===== src/alu_ops_regs.vh =====
// constants for the subtract, swap and xor datapath
`ifndef ALU_OPS_REGS_VH
`define ALU_OPS_REGS_VH

// ==========================================
// register bus offsets (byte addresses)
`define REG_CTRL      8'h00
`define REG_ACC       8'h04
`define REG_STATUS    8'h08
`define REG_FILE_BASE 8'h80

// ==========================================
// control word fields
`define CTRL_OPCODE_LSB 0
`define CTRL_OPCODE_MSB 1
`define CTRL_DEST_BIT   2
`define CTRL_FADDR_LSB  8
`define CTRL_FADDR_MSB  14
`define CTRL_LIT_LSB    16
`define CTRL_LIT_MSB    23

// ==========================================
// opcodes
`define OP_SUB_FILE 2'h0
`define OP_SWAP     2'h1
`define OP_XOR_LIT  2'h2
`define OP_XOR_FILE 2'h3

// ==========================================
// status bits
`define ST_CARRY       0
`define ST_DIGIT_CARRY 1
`define ST_ZERO        2

// ==========================================
// reset values
`define ACC_RESET    8'h00
`define STATUS_RESET 3'h0

`endif


===== src/alu_ops_top.v =====
// subtract / swap / xor datapath with avalon-mm register access
`timescale 1ns/1ns
`include "alu_ops_regs.vh"

module alu_ops_top #(
	parameter FILE_DEPTH = 128
) (
	// clock and reset
	input  wire        clk,
	input  wire        resetn,
	// avalon-mm slave
	input  wire [7:0]  address,
	input  wire        read,
	input  wire        write,
	input  wire [31:0] writedata,
	output reg  [31:0] readdata,
	output wire        waitrequest,
	// state view
	output reg  [7:0]  acc_r,
	output reg         carry_flag_r,
	output reg         digit_carry_flag_r,
	output reg         zero_flag_r
);

	// ==========================================
	// bus handshake states
	// every access waits one cycle, then is answered and committed
	localparam [1:0] BUS_IDLE   = 2'h1;
	localparam [1:0] BUS_ANSWER = 2'h2;

	// ==========================================
	// storage
	reg [7:0]  file_mem [0:FILE_DEPTH-1];
	reg [1:0]  bus_state_r;
	reg [1:0]  bus_state_nxt;
	reg [7:0]  acc_nxt;
	reg        carry_flag_nxt;
	reg        digit_carry_flag_nxt;
	reg        zero_flag_nxt;
	reg [31:0] readdata_nxt;
	reg        file_we;
	reg [6:0]  file_waddr;
	reg [7:0]  file_wdata;
	integer    i;

	// ==========================================
	// bus qualifiers
	wire       answer     = bus_state_r[1];
	wire       pending    = read | write;
	// writes and instructions land only at the edge where waitrequest is low
	wire       wr_commit  = write & answer;
	// read data is taken one edge early so it stands when waitrequest drops
	wire       rd_capture = read & ~answer;

	// ==========================================
	// decode of a control write (an instruction)
	wire       exec     = wr_commit & (address == `REG_CTRL);
	wire [1:0] opcode   = writedata[`CTRL_OPCODE_MSB:`CTRL_OPCODE_LSB];
	wire       dest     = writedata[`CTRL_DEST_BIT];
	wire [6:0] faddr    = writedata[`CTRL_FADDR_MSB:`CTRL_FADDR_LSB];
	wire [7:0] literal  = writedata[`CTRL_LIT_MSB:`CTRL_LIT_LSB];
	wire [7:0] file_val = file_mem[faddr];

	wire [7:0] result;
	wire       carry_out;
	wire       digit_carry_out;
	wire       carry_we;
	wire       digit_carry_we;
	wire       zero_we;

	alu_ops_core alu_ops_core_inst (
		.opcode          (opcode),
		.acc             (acc_r),
		.file_val        (file_val),
		.literal         (literal),
		.result          (result),
		.carry_out       (carry_out),
		.digit_carry_out (digit_carry_out),
		.carry_we        (carry_we),
		.digit_carry_we  (digit_carry_we),
		.zero_we         (zero_we)
	);

	// literal xor always lands in the accumulator, whatever dest says
	wire to_file = dest & (opcode != `OP_XOR_LIT);

	// the file array fills the upper half of the byte map
	function is_file_addr;
		input [7:0] a;
		begin
			is_file_addr = a[7];
		end
	endfunction

	// combinational, so the answer comes exactly one cycle after the request
	assign waitrequest = pending & ~answer;

	// ==========================================
	// bus handshake next state
	// a request dropped in its answer cycle still moves on: the master must hold it
	always @* begin
		bus_state_nxt = bus_state_r;
		case (bus_state_r)
			BUS_IDLE: begin
				if (pending)
					bus_state_nxt = BUS_ANSWER;
			end
			BUS_ANSWER: begin
				bus_state_nxt = BUS_IDLE;
			end
			default: begin
				bus_state_nxt = BUS_IDLE;
			end
		endcase
	end

	// ==========================================
	// accumulator and flags next value
	// a bus load of acc or status is plain, no flag logic runs
	always @* begin
		acc_nxt              = acc_r;
		carry_flag_nxt       = carry_flag_r;
		digit_carry_flag_nxt = digit_carry_flag_r;
		zero_flag_nxt        = zero_flag_r;
		if (exec) begin
			if (!to_file)
				acc_nxt = result;
			if (carry_we)
				carry_flag_nxt = carry_out;
			if (digit_carry_we)
				digit_carry_flag_nxt = digit_carry_out;
			if (zero_we)
				zero_flag_nxt = (result == 8'h00);
		end else if (wr_commit) begin
			if (address == `REG_ACC)
				acc_nxt = writedata[7:0];
			if (address == `REG_STATUS) begin
				carry_flag_nxt       = writedata[`ST_CARRY];
				digit_carry_flag_nxt = writedata[`ST_DIGIT_CARRY];
				zero_flag_nxt        = writedata[`ST_ZERO];
			end
		end
	end

	// ==========================================
	// read data next value
	// unmapped addresses and the control word read back as zero
	// read data holds between reads, so a late look still finds it
	always @* begin
		readdata_nxt = readdata;
		if (rd_capture) begin
			if (address == `REG_ACC)
				readdata_nxt = {24'h000000, acc_r};
			else if (address == `REG_STATUS)
				readdata_nxt = {29'h00000000, zero_flag_r, digit_carry_flag_r, carry_flag_r};
			else if (is_file_addr(address))
				readdata_nxt = {24'h000000, file_mem[address[6:0]]};
			else
				readdata_nxt = 32'h00000000;
		end
	end

	// ==========================================
	// file array write port
	// an instruction and a file load never meet: they use different addresses
	always @* begin
		file_we    = 1'b0;
		file_waddr = faddr;
		file_wdata = result;
		if (exec & to_file) begin
			file_we    = 1'b1;
			file_waddr = faddr;
			file_wdata = result;
		end else if (wr_commit & is_file_addr(address)) begin
			file_we    = 1'b1;
			file_waddr = address[6:0];
			file_wdata = writedata[7:0];
		end
	end

	// ==========================================
	// registers
	// acc, flags, bus state and read data in one block keep their reset values together; the file array resets below
	always @(posedge clk or negedge resetn) begin
		if (!resetn) begin
			bus_state_r        <= BUS_IDLE;
			acc_r              <= `ACC_RESET;
			carry_flag_r       <= 1'b0;
			digit_carry_flag_r <= 1'b0;
			zero_flag_r        <= 1'b0;
			readdata           <= 32'h00000000;
		end else begin
			bus_state_r        <= bus_state_nxt;
			acc_r              <= acc_nxt;
			carry_flag_r       <= carry_flag_nxt;
			digit_carry_flag_r <= digit_carry_flag_nxt;
			zero_flag_r        <= zero_flag_nxt;
			readdata           <= readdata_nxt;
		end
	end

	// ==========================================
	// file register array
	// the whole array clears on reset, at the cost of a wide reset fan-out
	always @(posedge clk or negedge resetn) begin
		if (!resetn) begin
			for (i = 0; i < FILE_DEPTH; i = i + 1)
				file_mem[i] <= 8'h00;
		end else if (file_we) begin
			file_mem[file_waddr] <= file_wdata;
		end
	end

endmodule // alu_ops_top


===== src/alu_ops_core.v =====
// combinational result and flag unit
`timescale 1ns/1ns
`include "alu_ops_regs.vh"

module alu_ops_core (
	// operands
	input  wire [1:0] opcode,
	input  wire [7:0] acc,
	input  wire [7:0] file_val,
	input  wire [7:0] literal,
	// results
	output reg  [7:0] result,
	output reg        carry_out,
	output reg        digit_carry_out,
	output reg        carry_we,
	output reg        digit_carry_we,
	output reg        zero_we
);

	reg [8:0] diff;
	reg [4:0] ndiff;

	always @* begin
		diff      = {1'b0, file_val} + {1'b0, ~acc} + 9'h001;
		ndiff     = {1'b0, file_val[3:0]} + {1'b0, ~acc[3:0]} + 5'h01;
		result          = 8'h00;
		carry_out       = 1'b0;
		digit_carry_out = 1'b0;
		carry_we        = 1'b0;
		digit_carry_we  = 1'b0;
		zero_we         = 1'b0;
		case (opcode)
			`OP_SUB_FILE: begin
				result          = diff[7:0];
				carry_out       = diff[8];
				digit_carry_out = ndiff[4];
				carry_we        = 1'b1;
				digit_carry_we  = 1'b1;
				zero_we         = 1'b1;
			end
			`OP_SWAP: begin
				result = {file_val[3:0], file_val[7:4]};
			end
			`OP_XOR_LIT: begin
				result  = acc ^ literal;
				zero_we = 1'b1;
			end
			`OP_XOR_FILE: begin
				result  = acc ^ file_val;
				zero_we = 1'b1;
			end
			default: begin
				result = 8'h00;
			end
		endcase
	end

endmodule // alu_ops_core


===== config.mk =====
export PLATFORM = sky130hd
export DESIGN_NAME = alu_ops_top
export DESIGN_NICKNAME = d
export VERILOG_FILES = /design/src/alu_ops_top.v /design/src/alu_ops_core.v
export VERILOG_INCLUDE_DIRS = /design/src
export SDC_FILE = /design/constraint.sdc
export NUM_CORES = 2
export LEC_CHECK = 0
export BUFFER_PORTS_ARGS = -buffer_cell sky130_fd_sc_hd__buf_4
export CORE_MARGIN = 5
export CORE_UTILIZATION = 35
export DETAILED_ROUTE_END_ITERATION = 12
export PLACE_DENSITY = 0.59
export SYNTH_ARGS = -nofsm -noshare
export SYNTH_HDL_FRONTEND = slang
export SYNTH_HIERARCHICAL = 1
export SYNTH_SLANG_ARGS = --single-unit
export TNS_END_PERCENT = 30

===== constraint.sdc =====
create_clock -name clk -period 6.1 [get_ports clk]
set_clock_uncertainty 0.15 [all_clocks]
set_input_delay 1.525 -clock clk [delete_from_list [all_inputs] [get_ports clk]]
set_output_delay 1.525 -clock clk [all_outputs]
set_load 0.005 [all_outputs]

**Word level (Yosys, flattened, before mapping)**

Cells that the tools add are included.

- Multiplexer cells: 41
- Bitwise gates (word level): 16
- Reductions and logical operators: 11
- Order comparisons: 4
- Equality and inequality tests: 11
- $mul: 0
- Add/sub/neg operators: 4
- Shifts and indexed selects: 0
- Div/mod/pow operators: 0

Operators with widths:

| cell | count |
|---|---|
| $bwmux 1024 | 1 |
| $bmux 8 s7 | 2 |
| $mux 8 | 14 |
| $demux 8 s7 | 1 |
| $pmux 8 s4 | 1 |
| $ge 8x8->1 const B | 3 |
| $not 7->8 | 3 |
| $mux 1 | 18 |
| $logic_not 8->1 | 2 |
| $xor 8x8->8 | 2 |
| $mux 7 | 2 |
| $add 8x8->9 | 1 |
| $add 9x1->9 const B | 1 |
| $reduce_and 3->1 | 3 |
| $eq 8x3->1 const B | 1 |
| $eq 8x4->1 const B | 1 |
| $lt 8x1->1 const B | 1 |
| $not 8->8 | 1 |
| $and 1x1->1 | 7 |
| $ne 2x2->1 const B | 3 |
| $reduce_bool 2->1 | 3 |
| $add 4x4->5 | 1 |
| $add 5x1->5 const B | 1 |
| $eq 2x1->1 const B | 2 |
| 9 further kinds | 12 |

- Bits in read-only memories: 0
- Latch bits: 0
- Logic and storage cells: 221
- Output and inout port bits: 44
- Memories kept: 0
- Bits of input ports: 44
- RAM bits: 0
- Register bits: 1069

**Longest topological paths before layout**

- Word-level depth: 10
- Gate-level depth with buffers: 22
- Gate-level depth less buffers: 18

**By module**

The synthesis kept the hierarchy.

Modules (own cells, without submodules):

| module | sequential area each (um2) | instances | cells each | area an instance (um2) |
|---|---|---|---|---|
| alu_ops_top | 26151.3 | 1 | 4805 | 55995.0 |
| alu_ops_core | 0.0 | 1 | 96 | 699.4 |

**Worst setup path after synthesis**

Ideal clock, no wire load.

- Path type: input port to flip-flop
- Start: input port writedata[9]
- End: register file_mem[12] (netlist name)
- Cell stages on the path: 22
- Arrival time: 5.985 ns
- Path slack: -0.172 ns
- Path through: buf_2 buf_2 clkbuf_1 clkbuf_1 mux4_2 mux4_2 mux2i_1 a22oi_1 o21a_1 inv_1 ha_1 fa_1 nand2b_1 nand2b_1 a21oi_1 xnor2_1 a221o_1 mux2i_1 clkbuf_1 clkbuf_1 clkbuf_1 a21oi_1

- Cells in the longest elaborated chain, start to end: 10
- Elaborated cells between the ends (all ways): 19

RTL lines:

| what | RTL line | text |
|---|---|---|
| from (decl) | alu_ops_top.v:15 | `input wire [31:0] writedata,` |
| $not 7->8 (implied by the code) (*) | alu_ops_top.v:62 | `wire [7:0] file_val = file_mem[faddr];` |
| $bmux 8 s7 (*) | alu_ops_top.v:62 |  |
| $mux 8 (implied by the code) (*) (2 in series) | alu_ops_top.v:62 |  |
| via file_val[0] | alu_ops_top.v:62 |  |
| $add 8x8->9 | alu_ops_core.v:24 | `diff = {1'b0, file_val} + {1'b0, ~acc} + 9'h001;` |
| $add 9x1->9 | alu_ops_core.v:24 |  |
| $pmux 8 s4 (*) | alu_ops_core.v:32 | `case (opcode)` |
| via result[4] | alu_ops_top.v:64 | `wire [7:0] result;` |
| $mux 8 | alu_ops_top.v:174 | `end else if (wr_commit & is_file_addr(address)) begin` |
| $mux 8 (*) | alu_ops_top.v:170 | `if (exec & to_file) begin` |
| $bwmux 1024 (*) | alu_ops_top.v:210 | `file_mem[file_waddr] <= file_wdata;` |
| to (signal, indexed assignment) | alu_ops_top.v:210 |  |
| to (decl) | alu_ops_top.v:33 | `reg [7:0] file_mem [0:FILE_DEPTH-1];` |

The timed path passes the listed nets; every way through them passes the cells marked *. The select of a mux whose other input is x is not followed.
A chain may end at the register's enable or synchronous reset.

**Worst setup path in the final report**

- Start: input port writedata[8]
- End: register file_mem[534] (netlist name)

- Cells in the longest elaborated chain, start to end: 10
- Elaborated cells between the ends (all ways): 19

RTL lines:

| what | RTL line |
|---|---|
| $not 7->8 (implied by the code) (*) | alu_ops_top.v:62 |
| $bmux 8 s7 (*) | alu_ops_top.v:62 |
| $mux 8 (implied by the code) (*) (2 in series) | alu_ops_top.v:62 |
| via file_val[5] | alu_ops_top.v:62 |
| $add 8x8->9 (*) | alu_ops_core.v:24 |
| $add 9x1->9 (*) | alu_ops_core.v:24 |
| $pmux 8 s4 (*) | alu_ops_core.v:32 |
| via result[6] | alu_ops_top.v:64 |
| $mux 8 | alu_ops_top.v:174 |
| $mux 8 (*) | alu_ops_top.v:170 |
| $bwmux 1024 (*) | alu_ops_top.v:210 |

Marked as above.

==> flow_summary.toml <==
[layout]
fillers = 15200
finalNetCount = 4988
area_growth_pct = 14.7
drive_gt1_share_pct = 25.8

[die]
row_count = 147
die_x_um = 412
ios = 88
die_area_um2 = 170000
fp.dieH_um = 412
start_util_pct = 35.3
core_area_um2 = 161000

[timing]
min_period_ns = 5.86
tightest_slew_ns = 1.34
final_hold_viol_count = 0
rsz0062_at_grt = "no"
timing.final.ws_setup_ns = 0.236
fmax_mhz = 171
holdWs_ns = 0.347
slew_headroom_pct = 8.31
finalSetupTns_ns = 0
period_share_pct = 96.1
setup_violations = 0
drv_slew = 0

[global_routing]
grt_antenna_before_repair = 11
grt_pass1_vias = 40700
grt_max_degree = 151
grt_usage_pct = 22.3
overflow = 0
grt_pass1_wl_um = 283000

[pwr]
switching_share_pct = 29.2
pwr-share-seq_pct = 41.9
p_switching_mw = 5.33
ir_drop_mv = 0.213
p_comb_share_pct = 17.7
cellLeakagePower_nw = 27.6
p_int_mw = 12.9
clock_power_share_pct = 40.4
p_per_area_nw_per_um2 = 281
power.total_mw = 18.3

[worst_setup_path]
cp.arrival_ns = 6.31
required_ns = 6.54
critPathKind = "in2reg"
critPathLaunchType = "input port"
path_max_fanout = 23
end_kind = "flop"

[routing]
wirelength_um = 190000
drc_errors = 0
drt-vias-per-instance = 5.82
ant_nets = 0
detail_route.wl_per_cell_um = 26.5
vias = 41900
drt_iter0_markers = 4372
dr.pass1.iters = 6

[synthesis]
synth_edf_count = 0
synthTopCellsByArea = "dfrtp_1 (46%), mux4_2 (23%), a21oi_1 (4.7%)"
synth_compound_area_share_pct = 11.7
synth_ff_type = "dfrtp_1"
synth_top_family_by_area = "multiplexers"
ys_seq_area_share_pct = 46.1
synth_top_area_share_pct = 46.1
synth_adder_area_share_pct = 0.212
ys_types = 81
syn_area_um2 = 56700
syn_inst = 4901
synth.ff_latch_count = 1045
synth_warnings = 6
avgSynthCellArea_um2 = 11.6
yosysTopAreaCell = "dfrtp_1"
yosys.area_share.simple_pct = 11.6
synth_mux_area_share_pct = 25.5
synth_xor_area_share_pct = 0.154
async_flop_share_pct = 100

[cts]
cts_post_setup_buffers_inserted = 0
cts_root_buf = "clkbuf_16"
cts_tree = "done"
ctsHtreeMaxLevel = 3
cts_made_buffers = 114
clkTransAtPathRegs_ns = 0.06
clock_latency_ns = 0.76
cts.path.max_buffers = 3
cts_resized = 0
clock-sinks = 1045
holdBufCountCts = 0

[placed_design]
io_buffers = 54
dp_hpwl_um = 133000
place_ws_ns = -0.480
place_congestion = 0.925

[hold_path]
min_path_type = "reg2reg"

[run]
cap_violations = 0

[outcome]
status = "finished clean"
[stage by stage]
stage          std cells  utilization [%]  area (um^2)
6_report            7193             40.4        65000
4_1_cts             7190             40.4        65000
5_1_grt             7190             40.4        65000
2_1_floorplan       4924                -        56800
3_5_place_dp        6979             38.0        61000
3_3_place_gp        6979             38.0        61000
[critical path, stage by stage]
cell	delay, ns
buf_8	0.21
buf_12	0.23
buf_12	0.17
mux4_2	0.56
mux4_2	0.58
mux4_2	0.58
o21a_1	0.28
ha_1	0.38
o211ai_1	0.11
a21oi_1	0.18
o21ai_1	0.10
nor2b_1	0.13
a221o_1	0.43
mux2i_4	0.27
buf_12	0.18
buf_12	0.17
o21ai_0	0.13
[cells in the final DEF, fill, tap and decap left out, types with 8 or more instances in the layout]
cell type	instances
mux4_2	579
nor2b_1	11
a211oi_1	8
bufinv_16	13
a31oi_1	10
buf_4	299
nor2_1	572
xnor2_1	8
ha_1	8
inv_1	15
nor3_1	14
nand4_1	47
o22ai_1	15
clkbuf_1	15
clkbuf_16	114
o21ai_0	446
dfrtp_1	1044
conb_1	24
o211ai_1	9
mux2i_1	106
a211o_1	9
o21a_1	10
a21oi_2	19
nand2b_1	14
mux2_2	15
a21oi_1	528
clkbuf_8	30
o21ai_1	94
nand2_1	567
nor3_4	22
mux2i_4	10
buf_12	83
nand3_1	40
a22oi_1	29
nor4_4	37
clkinv_2	22
[worst paths after layout]
kind	start	endpoint	slack (ns)	cells past startpoint
min reg2reg	file_mem[994]$_DFFE_PN0P_	file_mem[994]$_DFFE_PN0P_	0.35	2
min	file_mem[994]$_DFFE_PN0P_	file_mem[994]$_DFFE_PN0P_	0.35	2
min in group asynchronous	resetn	file_mem[589]$_DFFE_PN0P_	0.62	1
max in group asynchronous	resetn	file_mem[472]$_DFFE_PN0P_	3.81	2
max reg2reg	file_mem[769]$_DFFE_PN0P_	file_mem[543]$_DFFE_PN0P_	1.15	14
max	writedata[8]	file_mem[534]$_DFFE_PN0P_	0.24	17
[synth_stat cells (18+ instances only)]
| library cell | instances |
|---|---|
| clkbuf_1 | 238 |
| nor2_1 | 574 |
| nand3_1 | 40 |
| nand2_1 | 567 |
| nor4_4 | 37 |
| buf_4 | 84 |
| buf_1 | 23 |
| nand4_1 | 47 |
| a22oi_1 | 29 |
| nor3_4 | 22 |
| buf_2 | 108 |
| a21oi_1 | 530 |
| o21ai_0 | 446 |
| o21ai_1 | 95 |
| mux4_2 | 579 |
| dfrtp_1 | 1044 |
| a21oi_2 | 18 |
| buf_6 | 39 |
| mux2i_1 | 113 |
[power groups by stage]
stage	Clock, mW	Combinational (mW)	Sequential (mW)
after floorplan	0	1.82	7.64
after global placement	0	3.15	7.73
after detailed placement	0	3.19	7.76
after CTS	7.48	3.20	7.64
after global routing	7.76	3.41	7.70
final	7.38	3.24	7.65
[registers in the layout, indices dropped and copies added (netlist names)]
register / count
carry_flag_r: 1
bus_state_r: 2
zero_flag_r: 1
file_mem: 1024
digit_carry_flag_r: 1
readdata: 8
acc_r: 8
[metal layers]
layer  vias to the layer above  part of all wire [%]  track usage [%]
met2                      1894                    44             33.0
li1                      18100                     -                -
met5                         -                 0.014                0
met1                     21400                    41             31.2
met4                         4                   4.8             9.57
met3                       419                   9.7             5.59
[kinds of logic (layout without fill, tap and decap cells)]
family / count (synthesis) / in the layout
AOI/OAI and AO/OA: 1231 / 1231
xor gates and xnor gates: 10 / 10
adders and majority gates: 9 / 9
buffers and inverters: 507 / 613
DFF: 1045 / 1045
muxes: 715 / 715
other: 1 / 27
and+or+nand+nor: 1383 / 1383
[layout make-up]
cell class	count	area, um^2	share of cell area (%)
Antenna cell	3	7.51	0.0115
Clock buffer	159	3320	5.11
Inverter	15	56.3	0.0866
Multi-Input combinational cell	3372	28100	43.3
Tap cell	2160	2700	4.16
Sequential cell	1045	26200	40.2
Timing Repair Buffer	387	3980	6.12
Clock inverter	52	663	1.02
Note: power is estimated with default switching activity, not from simulation.
